==> src/include/dpgp_pkg.sv <==
// Shared constants and types for the playback gain path.
package dpgp_pkg;
  // Sample width carried through the whole path.
  localparam int SW = 24;

  // Control word addresses.
  localparam logic [6:0] ADDR_PWR3 = 7'h03;
  localparam logic [6:0] ADDR_CONV = 7'h0A;
  localparam logic [6:0] ADDR_VOL  = 7'h0B;
  localparam logic [6:0] ADDR_LIM1 = 7'h18;
  localparam logic [6:0] ADDR_LIM2 = 7'h19;

  // Field positions inside the nine-bit control words.
  localparam int PWR3_EN_BIT    = 0;
  localparam int CONV_INV_BIT   = 0;
  localparam int CONV_ZERO_RUN_MUTE_CONTROL_BIT = 2;
  localparam int CONV_DEEM_LSB  = 4;
  localparam int CONV_SMUTE_BIT = 6;
  localparam int LIM1_EN_BIT    = 8;
  localparam int LIM_HI_LSB     = 4;

  // Values after reset.
  localparam logic [7:0] VOL_UNITY = 8'hFF;
  localparam logic [7:0] VOL_RST   = VOL_UNITY;
  localparam logic [3:0] ATK_RST   = 4'h2;
  localparam logic [3:0] DCY_RST   = 4'h3;
  localparam logic [2:0] LVL_RST   = 3'h0;
  localparam logic [3:0] LIFT_RST  = 4'h0;
  localparam logic [1:0] DEEM_RST  = 2'h0;

  // Zero samples counted before the output mute.
  localparam logic [10:0] ZERO_RUN = 11'h400;
  // Soft-mute depth in half-dB steps; the last step is silence.
  localparam logic [7:0] SMUTE_FULL = 8'hFF;

  // Limiter attenuation: six integer bits of half-dB, fourteen fraction bits.
  localparam int          LIM_FRAC = 14;
  localparam logic [19:0] LATT_CAP = 20'hC0000;
  localparam logic [3:0]  LIFT_MAX = 4'hC;
  localparam logic [3:0]  RATE_MAX = 4'hB;
  localparam logic [2:0]  LVL_MAX  = 3'h5;

  // Shortest attack and decay time per 6 dB at the reference rate.
  localparam longint ATK_BASE_NS = 94000;
  localparam longint DCY_BASE_NS = 750000;
  localparam longint REF_FS_HZ   = 44100;
  localparam longint STEPS_6DB   = 12;
  localparam longint NS_PER_S    = 1000000000;
  // Per-sample increment of the attenuation accumulator for code zero.
  localparam logic [19:0] ATK_INC = 20'(STEPS_6DB * (64'h1 << LIM_FRAC) * NS_PER_S
                                        / (ATK_BASE_NS * REF_FS_HZ));
  localparam logic [19:0] DCY_INC = 20'(STEPS_6DB * (64'h1 << LIM_FRAC) * NS_PER_S
                                        / (DCY_BASE_NS * REF_FS_HZ));

  // Gain per half-dB step within one 6 dB octave, 16'h8000 is unity.
  localparam logic [15:0] MANT [12] = '{16'h8000, 16'h78D1, 16'h7209, 16'h6BA2,
                                        16'h6598, 16'h5FE4, 16'h5A82, 16'h556E,
                                        16'h50A3, 16'h4C1C, 16'h47D6, 16'h43CE};
  // Index bias lets up to 12 dB of lift use the same table.
  localparam logic signed [11:0] GAIN_BIAS  = 12'sh018;
  localparam logic [7:0]         GAIN_SHIFT = 8'h0D;
  localparam logic [7:0]         GAIN_K_MAX = 8'h1B;

  // Limiter thresholds from -0.5 dB down to -6.5 dB full scale in 1 dB steps.
  localparam logic [23:0] THR [7] = '{24'h78D6F5, 24'h6BB2BA, 24'h5FFC85, 24'h558C4A,
                                      24'h4C3EA7, 24'h43F406, 24'h3C9030};

  // De-emphasis pole per sample rate, Q15.
  localparam logic [15:0] DEEM_C32 = 16'h447F;
  localparam logic [15:0] DEEM_C44 = 16'h5155;
  localparam logic [15:0] DEEM_C48 = 16'h5461;

  // Sample processing sequence.
  typedef enum logic [2:0] {
    ST_IDLE = 3'h0,
    ST_VOL  = 3'h1,
    ST_DEEM = 3'h2,
    ST_LIM  = 3'h3,
    ST_OUT1 = 3'h4,
    ST_OUT2 = 3'h5
  } dpgp_state_t;
endpackage

==> src/core/dpgp_fifo.sv <==
// Small sample FIFO with valid and ready on both sides.
`timescale 1ns/1ps
`default_nettype none
module dpgp_fifo #(
  parameter int W = 24,
  parameter int D = 4
) (
  input  wire logic         clk_in,
  input  wire logic         sys_rst_in,
  input  wire logic         in_valid_in,
  output logic              in_ready_out,
  input  wire logic [W-1:0] in_data_in,
  output logic              out_valid_out,
  input  wire logic         out_ready_in,
  output logic [W-1:0]      out_data_out
);
  localparam int AW = (D > 1) ? $clog2(D) : 1;

  // Refuse depths that the pointer arithmetic cannot serve.
  if (D < 2 || W < 1) begin : g_chk
    $error("dpgp_fifo needs D of two or more");
  end

  logic [W-1:0]  mem_ff [D];     // Storage words.
  logic [AW-1:0] wr_ff;          // Write index.
  logic [AW-1:0] rd_ff;          // Read index.
  logic [AW:0]   cnt_ff;         // Words held.
  logic [AW-1:0] nxt_wr;
  logic [AW-1:0] nxt_rd;
  logic [AW:0]   nxt_cnt;
  logic          push;
  logic          pop;

  // Full and empty come straight from the count, so neither side is misled.
  assign in_ready_out  = cnt_ff != (AW+1)'(D);
  assign out_valid_out = cnt_ff != '0;
  assign out_data_out  = mem_ff[rd_ff];
  assign push          = in_valid_in && in_ready_out;
  assign pop           = out_valid_out && out_ready_in;

  // Pointer and count updates; indices wrap at the depth, not at a power of two.
  always_comb
  begin
    nxt_wr  = wr_ff;
    nxt_rd  = rd_ff;
    nxt_cnt = cnt_ff;
    if (push)
    begin
      nxt_wr = (wr_ff == AW'(D - 1)) ? '0 : wr_ff + 1'b1;
    end
    if (pop)
    begin
      nxt_rd = (rd_ff == AW'(D - 1)) ? '0 : rd_ff + 1'b1;
    end
    if (push && !pop)
    begin
      nxt_cnt = cnt_ff + 1'b1;
    end
    else if (pop && !push)
    begin
      nxt_cnt = cnt_ff - 1'b1;
    end
  end

  // Registers; the storage itself needs no reset.
  always_ff @(posedge clk_in)
  begin
    if (sys_rst_in)
    begin
      wr_ff  <= '0;
      rd_ff  <= '0;
      cnt_ff <= '0;
    end
    else
    begin
      wr_ff  <= nxt_wr;
      rd_ff  <= nxt_rd;
      cnt_ff <= nxt_cnt;
    end
    if (push)
    begin
      mem_ff[wr_ff] <= in_data_in;
    end
  end
endmodule
`default_nettype wire

==> src/core/dpgp_gain_path.sv <==
// Playback gain path: volume, soft mute, de-emphasis, limiter, polarity, interpolation.
`timescale 1ns/1ps
`default_nettype none
module dpgp_gain_path #(
  parameter int FIFO_DEPTH = 4
) (
  input  wire logic        clk_in,
  input  wire logic        sys_rst_in,
  input  wire logic        ctrl_wr_in,
  input  wire logic [6:0]  ctrl_addr_in,
  input  wire logic [8:0]  ctrl_data_in,
  input  wire logic        smp_valid_in,
  output logic             smp_ready_out,
  input  wire logic [23:0] playback_serial_in,
  output logic             out_valid_out,
  input  wire logic        out_ready_in,
  output logic [23:0]      out_data_out,
  output logic             zero_mute_out,
  output logic             lim_active_out,
  output logic             path_en_out
);
  // A single buffered word would starve the path while a sample is in flight.
  if (FIFO_DEPTH < 2) begin : g_chk
    $error("dpgp_gain_path needs FIFO_DEPTH of two or more");
  end

  // Control state written over the control word port.
  logic       converter_path_enable_ff, nxt_en;
  logic       soft_mute_request_ff, nxt_smreq;
  logic       output_phase_invert_ff, nxt_inv;
  logic       zero_run_mute_control_ff, nxt_zero_run_mute_control;   // High disables zero-run mute.
  logic [1:0] deem_sel_ff, nxt_deem;                 // 0 off, 1 32k, 2 44.1k, 3 48k.
  logic [7:0] playback_volume_code_ff, nxt_vol;
  logic [3:0] limiter_attack_rate_ff, nxt_atk;
  logic [3:0] limiter_decay_rate_ff, nxt_dcy;
  logic       limiter_enable_ff, nxt_limiter_enable;
  logic [2:0] limiter_level_ff, nxt_lvl;
  logic [3:0] limiter_gain_lift_ff, nxt_lift;

  // Datapath state; samples are signed, state, counts and attenuations unsigned.
  dpgp_pkg::dpgp_state_t state_ff, nxt_state;
  logic signed [23:0] raw_ff, nxt_raw;     // Sample as received.
  logic signed [23:0] g1_ff, nxt_g1;       // After volume and soft mute.
  logic signed [23:0] dm_ff, nxt_dm;       // After de-emphasis; also filter memory.
  logic signed [23:0] pol_ff, nxt_pol;     // After limiter and polarity.
  logic signed [23:0] prev_ff, nxt_prev;   // Previous output, for interpolation.
  logic signed [23:0] out_ff, nxt_out;     // Word presented to the modulator.
  logic [10:0]        zcnt_ff, nxt_zcnt;   // Consecutive zero samples, saturating.
  logic [7:0]         smatt_ff, nxt_smatt; // Soft-mute attenuation, half-dB.
  logic [19:0]        latt_ff, nxt_latt;   // Limiter attenuation with fraction.

  // FIFO drain side.
  logic               f_valid;
  logic               f_ready;
  logic [23:0]        f_data;

  // Combinational helpers.
  logic signed [11:0] att_v, att_l;
  logic signed [23:0] lo, pn;
  logic [23:0]        mag, thr_up, thr_lo;
  logic [2:0]         lvl_i;
  logic [3:0]         lift_e, atk_e, dcy_e;
  logic [19:0]        ainc, dinc;
  logic [20:0]        lsum;
  logic [15:0]        coef;
  logic signed [24:0] ddiff, isum;
  logic signed [47:0] dprod;

  // Saturate a wide value into one sample.
  function automatic logic signed [23:0] sat24(input logic signed [47:0] v);
    if (v > 48'sh7FFFFF) return 24'sh7FFFFF;
    if (v < -48'sh800000) return 24'sh800000;
    return v[23:0];
  endfunction

  // Apply a gain given as half-dB attenuation; negative values lift.
  function automatic logic signed [23:0] gain(input logic signed [23:0] x,
                                              input logic signed [11:0] att);
    logic signed [11:0] n;
    logic [7:0]         k;
    logic [3:0]         m;
    logic signed [47:0] p;
    n = att + dpgp_pkg::GAIN_BIAS;
    if (n < 12'sh000) n = 12'sh000;
    k = 8'(n / 12'sh00C);
    m = 4'(n % 12'sh00C);
    p = 48'(x) * $signed({32'h0, dpgp_pkg::MANT[m]});
    if (k > dpgp_pkg::GAIN_K_MAX) return 24'sh000000;
    return sat24(p >>> (dpgp_pkg::GAIN_SHIFT + k));
  endfunction

  // Input buffer; its ready stalls the serial interface only once all FIFO_DEPTH words are held.
  dpgp_fifo #(.W(dpgp_pkg::SW), .D(FIFO_DEPTH)) u_fifo (
    .clk_in        (clk_in),
    .sys_rst_in    (sys_rst_in),
    .in_valid_in   (smp_valid_in),
    .in_ready_out  (smp_ready_out),
    .in_data_in    (playback_serial_in),
    .out_valid_out (f_valid),
    .out_ready_in  (f_ready),
    .out_data_out  (f_data)
  );

  // Control word decode; unknown addresses are ignored.
  always_comb
  begin
    nxt_en    = converter_path_enable_ff;
    nxt_smreq = soft_mute_request_ff;
    nxt_inv   = output_phase_invert_ff;
    nxt_zero_run_mute_control = zero_run_mute_control_ff;
    nxt_deem  = deem_sel_ff;
    nxt_vol   = playback_volume_code_ff;
    nxt_atk   = limiter_attack_rate_ff;
    nxt_dcy   = limiter_decay_rate_ff;
    nxt_limiter_enable = limiter_enable_ff;
    nxt_lvl   = limiter_level_ff;
    nxt_lift  = limiter_gain_lift_ff;
    if (ctrl_wr_in)
    begin
      case (ctrl_addr_in)
        dpgp_pkg::ADDR_PWR3: nxt_en = ctrl_data_in[dpgp_pkg::PWR3_EN_BIT];
        dpgp_pkg::ADDR_CONV:
        begin
          nxt_smreq = ctrl_data_in[dpgp_pkg::CONV_SMUTE_BIT];
          nxt_inv   = ctrl_data_in[dpgp_pkg::CONV_INV_BIT];
          nxt_zero_run_mute_control = ctrl_data_in[dpgp_pkg::CONV_ZERO_RUN_MUTE_CONTROL_BIT];
          nxt_deem  = ctrl_data_in[dpgp_pkg::CONV_DEEM_LSB +: 2];
        end
        dpgp_pkg::ADDR_VOL: nxt_vol = ctrl_data_in[7:0];
        dpgp_pkg::ADDR_LIM1:
        begin
          nxt_limiter_enable = ctrl_data_in[dpgp_pkg::LIM1_EN_BIT];
          nxt_atk   = ctrl_data_in[3:0];
          nxt_dcy   = ctrl_data_in[dpgp_pkg::LIM_HI_LSB +: 4];
        end
        dpgp_pkg::ADDR_LIM2:
        begin
          nxt_lift = ctrl_data_in[3:0];
          nxt_lvl  = ctrl_data_in[dpgp_pkg::LIM_HI_LSB +: 3];
        end
        default: nxt_en = converter_path_enable_ff;
      endcase
    end
  end

  // Control registers.
  always_ff @(posedge clk_in)
  begin
    if (sys_rst_in)
    begin
      converter_path_enable_ff <= 1'b0;
      soft_mute_request_ff     <= 1'b0;
      output_phase_invert_ff   <= 1'b0;
      zero_run_mute_control_ff <= 1'b0;
      deem_sel_ff              <= dpgp_pkg::DEEM_RST;
      playback_volume_code_ff  <= dpgp_pkg::VOL_RST;
      limiter_attack_rate_ff   <= dpgp_pkg::ATK_RST;
      limiter_decay_rate_ff    <= dpgp_pkg::DCY_RST;
      limiter_enable_ff        <= 1'b0;
      limiter_level_ff         <= dpgp_pkg::LVL_RST;
      limiter_gain_lift_ff     <= dpgp_pkg::LIFT_RST;
    end
    else
    begin
      converter_path_enable_ff <= nxt_en;
      soft_mute_request_ff     <= nxt_smreq;
      output_phase_invert_ff   <= nxt_inv;
      zero_run_mute_control_ff <= nxt_zero_run_mute_control;
      deem_sel_ff              <= nxt_deem;
      playback_volume_code_ff  <= nxt_vol;
      limiter_attack_rate_ff   <= nxt_atk;
      limiter_decay_rate_ff    <= nxt_dcy;
      limiter_enable_ff        <= nxt_limiter_enable;
      limiter_level_ff         <= nxt_lvl;
      limiter_gain_lift_ff     <= nxt_lift;
    end
  end

  assign att_v  = $signed({4'h0, 8'(dpgp_pkg::VOL_UNITY - playback_volume_code_ff)})
                + $signed({4'h0, smatt_ff});
  assign lift_e = (limiter_gain_lift_ff > dpgp_pkg::LIFT_MAX) ? dpgp_pkg::LIFT_MAX
                                                              : limiter_gain_lift_ff;
  assign att_l  = $signed({6'h0, latt_ff[19:dpgp_pkg::LIM_FRAC]})
                - $signed({7'h0, lift_e, 1'b0});
  assign lo     = gain(dm_ff, att_l);
  assign mag    = lo[23] ? 24'(-lo) : lo;
  assign lvl_i  = (limiter_level_ff > dpgp_pkg::LVL_MAX) ? dpgp_pkg::LVL_MAX
                                                         : limiter_level_ff;
  assign thr_up = dpgp_pkg::THR[lvl_i];
  assign thr_lo = dpgp_pkg::THR[lvl_i + 3'h1];
  assign atk_e  = (limiter_attack_rate_ff > dpgp_pkg::RATE_MAX) ? dpgp_pkg::RATE_MAX
                                                                : limiter_attack_rate_ff;
  assign dcy_e  = (limiter_decay_rate_ff > dpgp_pkg::RATE_MAX) ? dpgp_pkg::RATE_MAX
                                                               : limiter_decay_rate_ff;
  // Even the slowest code, capped at RATE_MAX, shifts the increment no lower than 2, so the
  // floor of one never takes effect and every code keeps its shifted increment.
  assign ainc   = ((dpgp_pkg::ATK_INC >> atk_e) == 20'h00000) ? 20'h00001
                                                               : dpgp_pkg::ATK_INC >> atk_e;
  assign dinc   = ((dpgp_pkg::DCY_INC >> dcy_e) == 20'h00000) ? 20'h00001
                                                               : dpgp_pkg::DCY_INC >> dcy_e;
  assign lsum   = {1'b0, latt_ff} + {1'b0, ainc};
  assign pn     = output_phase_invert_ff ? sat24(-48'(lo)) : lo;
  assign coef   = (deem_sel_ff == 2'h1) ? dpgp_pkg::DEEM_C32 :
                  (deem_sel_ff == 2'h2) ? dpgp_pkg::DEEM_C44 : dpgp_pkg::DEEM_C48;
  assign ddiff  = {dm_ff[23], dm_ff} - {g1_ff[23], g1_ff};
  assign dprod  = 48'(ddiff) * $signed({32'h0, coef});
  assign isum   = {prev_ff[23], prev_ff} + {pn[23], pn};

  // Only an idle path draws a sample; a disabled path drains and drops input.
  assign f_ready        = state_ff == dpgp_pkg::ST_IDLE;
  assign out_valid_out  = converter_path_enable_ff && (state_ff == dpgp_pkg::ST_OUT1 ||
                                                       state_ff == dpgp_pkg::ST_OUT2);
  assign out_data_out   = out_ff;
  assign zero_mute_out  = !zero_run_mute_control_ff && zcnt_ff == dpgp_pkg::ZERO_RUN;
  assign lim_active_out = latt_ff != '0;
  assign path_en_out    = converter_path_enable_ff;

  // Sample sequence: one stage per state, two output words per input sample.
  always_comb
  begin
    nxt_state = state_ff;
    nxt_raw   = raw_ff;
    nxt_g1    = g1_ff;
    nxt_dm    = dm_ff;
    nxt_pol   = pol_ff;
    nxt_prev  = prev_ff;
    nxt_out   = out_ff;
    nxt_zcnt  = zcnt_ff;
    nxt_smatt = smatt_ff;
    nxt_latt  = latt_ff;
    case (state_ff)
      dpgp_pkg::ST_IDLE:
      begin
        if (f_valid && converter_path_enable_ff)
        begin
          nxt_raw   = f_data;
          nxt_state = dpgp_pkg::ST_VOL;
          if (f_data == 24'h000000)
          begin
            if (zcnt_ff != dpgp_pkg::ZERO_RUN) nxt_zcnt = zcnt_ff + 11'h001;
          end
          else
          begin
            nxt_zcnt = 11'h000;
          end
        end
      end
      dpgp_pkg::ST_VOL:
      begin
        if (playback_volume_code_ff == 8'h00 || smatt_ff == dpgp_pkg::SMUTE_FULL)
        begin
          nxt_g1 = 24'sh000000;
        end
        else
        begin
          nxt_g1 = gain(raw_ff, att_v);
        end
        nxt_state = dpgp_pkg::ST_DEEM;
      end
      dpgp_pkg::ST_DEEM:
      begin
        nxt_dm    = (deem_sel_ff == 2'h0) ? g1_ff
                                          : sat24(48'(g1_ff) + (dprod >>> 15));
        nxt_state = dpgp_pkg::ST_LIM;
      end
      dpgp_pkg::ST_LIM:
      begin
        nxt_pol   = pn;
        nxt_out   = isum[24:1];
        nxt_state = dpgp_pkg::ST_OUT1;
        if (!limiter_enable_ff)
        begin
          nxt_latt = 20'h00000;
        end
        else if (mag > thr_up)
        begin
          nxt_latt = (lsum > {1'b0, dpgp_pkg::LATT_CAP}) ? dpgp_pkg::LATT_CAP : lsum[19:0];
        end
        else if (mag < thr_lo)
        begin
          nxt_latt = (latt_ff > dinc) ? latt_ff - dinc : 20'h00000;
        end
      end
      dpgp_pkg::ST_OUT1:
      begin
        if (out_ready_in)
        begin
          nxt_out   = pol_ff;
          nxt_state = dpgp_pkg::ST_OUT2;
        end
      end
      dpgp_pkg::ST_OUT2:
      begin
        if (out_ready_in)
        begin
          nxt_prev  = pol_ff;
          nxt_state = dpgp_pkg::ST_IDLE;
          if (soft_mute_request_ff && smatt_ff != dpgp_pkg::SMUTE_FULL)
          begin
            nxt_smatt = smatt_ff + 8'h01;
          end
          else if (!soft_mute_request_ff && smatt_ff != 8'h00)
          begin
            nxt_smatt = smatt_ff - 8'h01;
          end
        end
      end
      default: nxt_state = dpgp_pkg::ST_IDLE;
    endcase
    if (!converter_path_enable_ff) nxt_state = dpgp_pkg::ST_IDLE;
  end

  // Datapath registers.
  always_ff @(posedge clk_in)
  begin
    if (sys_rst_in)
    begin
      state_ff <= dpgp_pkg::ST_IDLE;
      raw_ff   <= '0;
      g1_ff    <= '0;
      dm_ff    <= '0;
      pol_ff   <= '0;
      prev_ff  <= '0;
      out_ff   <= '0;
      zcnt_ff  <= '0;
      smatt_ff <= '0;
      latt_ff  <= '0;
    end
    else
    begin
      state_ff <= nxt_state;
      raw_ff   <= nxt_raw;
      g1_ff    <= nxt_g1;
      dm_ff    <= nxt_dm;
      pol_ff   <= nxt_pol;
      prev_ff  <= nxt_prev;
      out_ff   <= nxt_out;
      zcnt_ff  <= nxt_zcnt;
      smatt_ff <= nxt_smatt;
      latt_ff  <= nxt_latt;
    end
  end
endmodule
`default_nettype wire

==> config.mk <==
export PLATFORM = sky130hd
export DESIGN_NAME = dpgp_gain_path
export DESIGN_NICKNAME = d
export VERILOG_FILES = /design/src/include/dpgp_pkg.sv /design/src/core/dpgp_fifo.sv /design/src/core/dpgp_gain_path.sv
export SDC_FILE = /design/constraint.sdc
export NUM_CORES = 2
export LEC_CHECK = 0
export ABC_AREA = 0
export BUFFER_PORTS_ARGS = -buffer_cell sky130_fd_sc_hd__buf_2
export CORE_MARGIN = 2
export CORE_UTILIZATION = 47
export DETAILED_ROUTE_END_ITERATION = 8
export PLACE_DENSITY = 0.63
export RECOVER_POWER = 50
export SLEW_MARGIN = 20
export SYNTH_ARGS = -nofsm -noshare
export SYNTH_HDL_FRONTEND = slang
export SYNTH_SLANG_ARGS = --single-unit
export TNS_END_PERCENT = 30
==> constraint.sdc <==
create_clock -name clk_in -period 17.2 [get_ports clk_in]
set_clock_uncertainty 0.2 [all_clocks]
set_input_delay 1.72 -clock clk_in [delete_from_list [all_inputs] [get_ports clk_in]]
set_output_delay 1.72 -clock clk_in [all_outputs]
set_load 0.05 [all_outputs]
======== Word-level counts from Yosys, hierarchy flattened ========
Memories as Yosys holds them, arrays and structs flattened. A register that Yosys moved wholly into a read port is not among the register bits.
Index checks and enable logic that the tools add are counted.
storage, ports and cells
  bits in read-only memories .............. 896
  bits in writable memories ............... 96
  logic and storage cells ................. 248
  memories kept ........................... 5
  latch bits .............................. 0
  register bits after elaboration ......... 223
  input port bits ......................... 45
memory list
  memory            depth  bits a word  rd ports  clocked after memory_dff  write ports  RTL line               text
  (name not given)  16     16           1         0                         0            dpgp_gain_path.sv:87   p = 48'(x) * $signed({32'h0, dpgp_pkg::MANT[m]});
  (name not given)  16     16           1         0                         0            dpgp_gain_path.sv:87
  (name not given)  8      24           1         0                         0            dpgp_gain_path.sv:190  assign thr_lo = dpgp_pkg::THR[lvl_i + 3'h1];
  (name not given)  8      24           1         0                         0            dpgp_gain_path.sv:189  assign thr_up = dpgp_pkg::THR[lvl_i];
  u_fifo.mem_ff     4      24           1         1                         1            dpgp_fifo.sv:24        logic [W-1:0] mem_ff [D];
operators by class
  reduce and logical (&&, ||, !) cells .... 40
  equality and inequality tests ........... 24
  mux-type cells .......................... 93
  add/subtract/negate cells ............... 22
  bitwise gates (word level) .............. 5
  order comparisons ....................... 24
  shifts and indexed selects .............. 4
  $mul .................................... 3
  div/mod/pow operators ................... 4
operators with widths
  cell                                                           count
  2-to-1 mux 24 bit                                              29
  > comparator 48 x 24 -> 1 bit (second input constant)          3
  less-than comparator 48 x 24 -> 1 bit (second input constant)  3
  2-to-1 mux 20 bit                                              7
  >>> shifter 41 x 8 -> 48 bit                                   2
  multiplier 24 x 17 -> 41 bit                                   2
  2-to-1 mux 16 bit                                              4
  negator 24 -> 48 bit                                           1
  one-hot mux 24 bit (2 select lines)                            1
  multiplier 25 x 16 -> 41 bit                                   1
  zero test 20 bit                                               2
  2-to-1 mux 12 bit                                              3
  2-to-1 mux 11 bit                                              3
  2-to-1 mux 1 bit                                               28
  adder 24 x 26 -> 27 bit                                        1
  > comparator 27 x 24 -> 1 bit (second input constant)          1
  less-than comparator 27 x 24 -> 1 bit (second input constant)  1
  adder 24 x 24 -> 25 bit                                        1
  subtractor 24 x 24 -> 25 bit                                   1
  divider 12 x 5 -> 12 bit (second input constant)               2
  > comparator 24 bit                                            1
  zero test 24 bit                                               1
  less-than comparator 24 bit                                    1
  remainder unit 12 x 5 -> 12 bit (second input constant)        2
  other kinds (65)                                               118

======== Depth between registers and ports, before layout ========
  depth in word-level cells ............... 30
  gate-level depth with buffers ........... 85

======== Modules after synthesis ========
Synthesis repeated with hierarchy kept, for this count alone.
unflattened totals
  cell total of the unflattened synthesis .. 7,929
  area total of the unflattened synthesis .. 67,079.3 sq um
by module, submodules not included
  module          area an instance (sq um)  cells an instance  times used
  dpgp_gain_path  63,138.1                  7,755              1
  dpgp_fifo       3,941.3                   174                1

======== Worst setup path after synthesis ========
No wires, ideal clock.
  path kind ............................... register to register
  start point ............................. reg limiter_gain_lift_ff[0]
  end point ............................... reg out_ff[23], in the netlist out_data_out[23]
  data arrival time ....................... 17.271 ns
  stages on the path, launching flop included .. 81
  path slack .............................. -0.363 ns
  cells stage by stage .................... dfxtp_1 a21boi_0 ha_1 inv_1 fa_1 xor2_2 inv_4 ha_1 clkbuf_1 nor4_1 a22oi_1 o31ai_2 nor2b_1 o32ai_4 o211ai_1 o22a_1 clkbuf_1 buf_1 [... 45 more ...] o21bai_1 a21oi_1 o21bai_1 a21oi_1 o21bai_1 a21oi_1 o21bai_1 a21oi_1 o21bai_1 a21oi_1 o21bai_1 a21oi_1 o21bai_1 a21oi_1 o21ai_0 a21oi_1 a31oi_1 nor4_1
on the way
  cells in the longest elaborated chain, start to end .. 29
RTL lines
  what                                       RTL line               text
  from (decl)                                dpgp_gain_path.sv:38   logic [3:0] limiter_gain_lift_ff, nxt_lift;
  from (signal assigned)                     dpgp_gain_path.sv:161  limiter_gain_lift_ff <= dpgp_pkg::LIFT_RST;
  from (signal assigned)                     dpgp_gain_path.sv:175  limiter_gain_lift_ff <= nxt_lift;
  > comparator 4 bit                         dpgp_gain_path.sv:181  assign lift_e = (limiter_gain_lift_ff > dpgp_pkg::LIFT_MAX) ? dpgp_pkg::LIFT_MAX
  2-to-1 mux 4 bit *                         dpgp_gain_path.sv:181
  subtractor 6 x 5 -> 7 bit *                dpgp_gain_path.sv:184  - $signed({7'h0, lift_e, 1'b0});
  adder 7 x 6 -> 8 bit *                     dpgp_gain_path.sv:83   n = att + dpgp_pkg::GAIN_BIAS;
  less-than comparator 8 x 1 -> 1 bit        dpgp_gain_path.sv:84   if (n < 12'sh000) n = 12'sh000;
  2-to-1 mux 12 bit *                        dpgp_gain_path.sv:84
  remainder unit 12 x 5 -> 12 bit            dpgp_gain_path.sv:86   m = 4'(n % 12'sh00C);
  inverter 4 -> 5 bit (not written as such)  dpgp_gain_path.sv:87
  [... 13 more ...]                          n/a
  less-than comparator 48 x 24 -> 1 bit      dpgp_gain_path.sv:72   if (v < -48'sh800000) return 24'sh800000;
  2-to-1 mux 1 bit (2 in a row)              dpgp_gain_path.sv:72
  2-to-1 mux 24 bit                          dpgp_gain_path.sv:73   return v[23:0];
  2-to-1 mux 24 bit                          dpgp_gain_path.sv:72
  2-to-1 mux 24 bit *                        dpgp_gain_path.sv:202  assign pn = output_phase_invert_ff ? sat24(-48'(lo)) : lo;
  named net pn[1]                            dpgp_gain_path.sv:59   logic signed [23:0] lo, pn;
  adder 24 x 24 -> 25 bit *                  dpgp_gain_path.sv:207  assign isum = {prev_ff[23], prev_ff} + {pn[23], pn};
  one-hot mux 24 bit (2 select lines) *      dpgp_gain_path.sv:231  case (state_ff)
  to (signal assigned)                       dpgp_gain_path.sv:337  out_ff <= nxt_out;
  to (decl)                                  dpgp_gain_path.sv:47   logic signed [23:0] out_ff, nxt_out;
Mark *: on every way through the listed nets, which the timed path passes. The rest lies on a longest branch. The select of a mux whose other input is x is not followed.
A chain may end at the register's enable or synchronous reset.

======== Worst setup path after layout ========
  start point ............................. reg limiter_gain_lift_ff[3]
  end point ............................... reg out_ff[19], in the netlist out_data_out[19]
on the way
  cells in the longest elaborated chain, start to end .. 29
RTL lines
  what                                       RTL line
  > comparator 4 bit                         dpgp_gain_path.sv:181
  2-to-1 mux 4 bit *                         dpgp_gain_path.sv:181
  subtractor 6 x 5 -> 7 bit *                dpgp_gain_path.sv:184
  adder 7 x 6 -> 8 bit *                     dpgp_gain_path.sv:83
  less-than comparator 8 x 1 -> 1 bit        dpgp_gain_path.sv:84
  2-to-1 mux 12 bit *                        dpgp_gain_path.sv:84
  remainder unit 12 x 5 -> 12 bit            dpgp_gain_path.sv:86
  inverter 4 -> 5 bit (not written as such)  dpgp_gain_path.sv:87
  [... 12 more ...]                          n/a
  negator 24 -> 48 bit                       dpgp_gain_path.sv:202
  less-than comparator 48 x 24 -> 1 bit      dpgp_gain_path.sv:72
  2-to-1 mux 1 bit (2 in a row)              dpgp_gain_path.sv:72
  2-to-1 mux 24 bit                          dpgp_gain_path.sv:73
  2-to-1 mux 24 bit                          dpgp_gain_path.sv:72
  2-to-1 mux 24 bit *                        dpgp_gain_path.sv:202
  adder 24 x 24 -> 25 bit *                  dpgp_gain_path.sv:207
  one-hot mux 24 bit (2 select lines) *      dpgp_gain_path.sv:231
Mark *: on every way between the ends. The rest lies on a longest branch, timed or not. The select of a mux whose other input is x is not followed.

==> results_tabular.tex <==
\begin{tabular}{lr}
\hline
Metric & Value \\
\hline
\multicolumn{2}{l}{\textbf{Outcome}} \\
Outcome & complete, but fails checks \\
Failing checks & max-capacitance violations, max-slew violations \\
\multicolumn{2}{l}{\textbf{Power}} \\
Share of power burned in combinational logic & 0.317 \\
Cell-internal power & between 1.5 and 2 mW \\
Proportion of power drawn by flip-flops and latches & 0.345 \\
Switching Fraction & 0.346 \\
Leak pwr & 33.3 nW \\
Max VDD drop & 0.000108 V \\
Power density of the placed cells & 33.9 mW/mm2 \\
P\_sw & 0.835 mW \\
Share of total power in the clock network & 0.338 \\
\multicolumn{2}{l}{\textbf{STA}} \\
Slew at the pin closest to its max-slew limit & around 2.8 ns \\
Timing-limited maximum frequency & roughly 0.061 GHz \\
Max Transition Viols Final & 57 \\
Ratio of final minimum period to clock period & 0.957 \\
Slack of the critical path & 0.736 ns \\
Final critical delay including setup and external delays & $\sim$16 ns \\
Final Hold Fails & 0 \\
RSZ-0062 raised after global routing & true \\
Relative slew slack & -0.863 \\
Setup-failing EPs final & 0 \\
\multicolumn{2}{l}{\textbf{Clock tree}} \\
Clock root buffer & clkbuf\_16 \\
Number of buffers between clock root and the deepest sink & 3 \\
Clock sinks & approximately 320 \\
Total of hold buffers inserted after clock tree synthesis & 0 \\
Number of buffers added by the clock tree synthesis step & 37 \\
Clock latency reported for the late side of the worst-skew pair & 0.57 ns \\
CTS tree & yes \\
Clk pin slew, worst setup/hold paths & 0.06 ns \\
Maximum level of the CTS H-tree & 2 \\
\multicolumn{2}{l}{\textbf{Synth}} \\
Sequential element share of the synthesized area & 0.111 \\
Top cell types by occurrence after synthesis & inv\_1, nand2\_1, fa\_1 \\
Distinct cell type count after synthesis & 107 \\
Simple-gate share of the synthesized area & 0.166 \\
Multiplexer share of the synthesized area & 0.0444 \\
Async SR Flop Fraction & 0 \\
Combinational family with the most area after synthesis & adder cells \\
Cell types with the largest area share after synthesis & fa\_1, ha\_1, inv\_1 \\
Post-synthesis share of cell area spent on full adders, half adders and majority gates & 0.406 \\
Largest area contributor in the netlist & fa\_1 \\
Netlist Area Pre-Place & roughly 0.067 mm2 \\
Most used standard cell by instance count after synthesis & inv\_1 \\
Compound-cell area share of the yosys netlist & 0.139 \\
Avg Cell Area, Syn & 8.42 um2 \\
Post-synth top area share & 0.300 \\
Net Count, Synth & 9530 \\
Register bit count reported by yosys & 321 \\
Number of enable-type register cells in the synthesized netlist & 96 \\
Post-Syn Instances & 7923 \\
Xor and xnor area share after synthesis & 0.0312 \\
Yosys warning count & 0 \\
Most used DFF post-synth & dfxtp\_1 \\
\multicolumn{2}{l}{\textbf{Hold path}} \\
Hold-critical path depth & 2 \\
Hold Path Class & reg2reg \\
\multicolumn{2}{l}{\textbf{Detailed routing}} \\
First drt pass iteration count & 6 \\
Vias post-DR & 54700 \\
Iter 0 DRT Violations & 4135 \\
DR DRC count & 0 \\
Ratio of routed vias to standard cells & 5.59 \\
WL/cell & approximately 19 um \\
Post-detailed-routing wire length & about 180 mm \\
Detail Route Antenna Nets & 0 \\
\multicolumn{2}{l}{\textbf{Setup path}} \\
Type of the setup path with the least slack & reg2reg \\
Data required time of the critical path & 17.48 ns \\
Type of element capturing the critical path & flop \\
Data arrival time of the worst path & approximately 17 ns \\
Maximum single-stage delay on the critical path & 0.57 ns \\
Critical Path Fanout Max & 24 \\
Worst-path cell with the longest stage delay & fa\_1 \\
R2r worst-path depth & 76 \\
Worst setup SP type & flop \\
CP most frequent cell & a21oi\_2 \\
\multicolumn{2}{l}{\textbf{Die}} \\
Height of the die & 381 um \\
Placeable core region & 0.141 mm2 \\
I/O pin total & 74 \\
Die Footprint & 0.145 mm2 \\
Count of standard-cell rows & 138 \\
Initial Util & 0.472 \\
Width of the die & roughly 380 um \\
\multicolumn{2}{l}{\textbf{Placement}} \\
Post-DP HPWL & around 150 mm \\
Port Buf Inserts & 73 \\
Post-Place Cell Area & 0.0697 mm2 \\
Final Wtd Congestion & 0.948 \\
Worst slack at placement & -0.182 ns \\
\multicolumn{2}{l}{\textbf{Global route}} \\
Number of global-route vias before repair & 56200 \\
Overall overflow remaining after global route & 0 \\
Largest net degree at the start of global routing & 69 \\
Global-route wire length before repair & around 300 mm \\
Antenna violations before repair & 3 \\
Gr usage total & 0.255 \\
\multicolumn{2}{l}{\textbf{Job}} \\
Max-capacitance violation count & 1 \\
\multicolumn{2}{l}{\textbf{Cells and area}} \\
Fill cell instance count of the final layout & 13600 \\
Number of antenna diodes & 0 \\
P\&R area growth vs syn & 7.02\% \\
Layout net count & 9487 \\
Fraction of layout instances using a drive strength above 1 & 0.0698 \\
Cell area after layout & between 0.07 and 0.08 mm2 \\
\hline
\end{tabular}
[logic make-up after synthesis]
logic type                 after synthesis
xor gates and xnor gates               237
adders and majority gates             1562
muxes                                  218
and+or+nand+nor                       2371
AOI/OAI and AO/OA                     1400
DFF                                    321
buffers and inverters                 1814
[registers in the layout, indices dropped and copies added, names as in the netlist, 8 cells and up, named ones only]
name and flops:
smatt_ff 8, dm_ff 24, playback_volume_code_ff 8, pol_ff 24, raw_ff 24, latt_ff 20, prev_ff 24, g1_ff 24
u_fifo.mem_ff 96, zcnt_ff 11, out_data_out 24
[what timing repair did]
action	4_1_cts	5_1_grt
endpoints found under the setup margin	3	52
gates cloned	0	2
endpoints found under the hold margin	0	0
buffers inserted	5	8
gates resized for setup	5	69
pin swaps	4	24
[routing by layer]
metal | GRT usage | share of wire
met1 | 0.357 | 0.44
met2 | 0.426 | 0.47
met3 | 0.0244 | 0.057
met4 | 0.0628 | 0.026
met5 | 0 | 0.000049
[area by class of cell]
cell class,instances,area [um2],area share
multi-input combinational,5788,52900,0.741
sequential,321,7390,0.104
timing repair buffer,281,2000,0.0280
clock inverter,15,215,0.00302
inverter,1451,5450,0.0764
clock buffer,52,1060,0.0149
tap,1890,2360,0.0331
[cells in the final DEF (no fill, tap or decap), types with 26 or more instances in the layout]
| master | netlist | final |
|---|---|---|
| a211oi_1 | 59 | 59 |
| a21o_1 | 91 | 91 |
| a21oi_1 | 449 | 430 |
| a221o_1 | 28 | 28 |
| a22o_1 | 28 | 28 |
| a31oi_1 | 44 | 37 |
| and2_1 | 321 | 321 |
| and3_1 | 64 | 63 |
| buf_2 | 17 | 46 |
| buf_4 | 4 | 190 |
| clkbuf_1 | 312 | 40 |
| clkbuf_16 | 0 | 39 |
| dfxtp_1 | 225 | 224 |
| edfxtp_1 | 96 | 96 |
| fa_1 | 999 | 997 |
| ha_1 | 563 | 559 |
| inv_1 | 1443 | 1441 |
| mux2_2 | 27 | 26 |
| mux2i_1 | 131 | 129 |
| mux4_2 | 59 | 59 |
| nand2_1 | 1036 | 1036 |
| nand2b_1 | 73 | 72 |
| nand3_1 | 93 | 93 |
| nand4_1 | 35 | 35 |
| nor2_1 | 443 | 439 |
| nor2b_1 | 66 | 65 |
| nor3_1 | 91 | 89 |
| nor4_1 | 36 | 34 |
| o211ai_1 | 69 | 69 |
| o21a_1 | 33 | 33 |
| o21ai_0 | 245 | 230 |
| o21bai_1 | 54 | 53 |
| o31ai_1 | 31 | 26 |
| or2_2 | 27 | 26 |
| xnor2_1 | 181 | 177 |
| xor2_1 | 55 | 53 |
[power groups by stage]
stage	sequential, mW	combinational, mW	clock (mW)
after detailed placement	0.850	0.731	0
after global placement	0.848	0.725	0
after CTS	0.833	0.737	0.836
after global routing	0.838	0.831	0.863
after floorplan	0.830	0.519	0
final	0.833	0.766	0.818
[through the flow]
step / setup TNS [ns] / cells / hold slack (ns) / power (mW) / utilization
3_3_place_gp: 0 / 9716 / 0.238 / 1.57 / 0.494
2_1_floorplan: 0 / 7923 / 0.240 / 1.35 / -
4_1_cts: 0 / 9788 / 0.261 / 2.41 / 0.503
6_report: 0 / 9798 / 0.259 / 2.42 / 0.505
3_5_place_dp: -0.386 / 9716 / 0.251 / 1.58 / 0.494
5_1_grt: -1.48 / 9798 / 0.281 / 2.53 / 0.505
[final timing paths]
kind / start / to / slack, ns
max reg2reg: limiter_gain_lift_ff[3] / out_data_out[19] / 0.74
max: limiter_gain_lift_ff[3] / out_data_out[19] / 0.74
min: prev_ff[16] / prev_ff[16] / 0.26
min reg2reg: prev_ff[16] / prev_ff[16] / 0.26
[critical path: cells and delay by family (launching register included)]
| family | cells | cell delay [ns] |
|---|---|---|
| AO/OA/AOI/OAI | 37 | 6.52 |
| XOR/XNOR | 2 | 0.24 |
| adder cells (fa/ha/maj) | 11 | 4.62 |
| buffers and inverters | 11 | 1.21 |
| flip-flops | 1 | 0.35 |
| multiplexers | 2 | 0.80 |
| AND/OR/NAND/NOR | 13 | 2.44 |
Power figures use the tool's default switching activity.
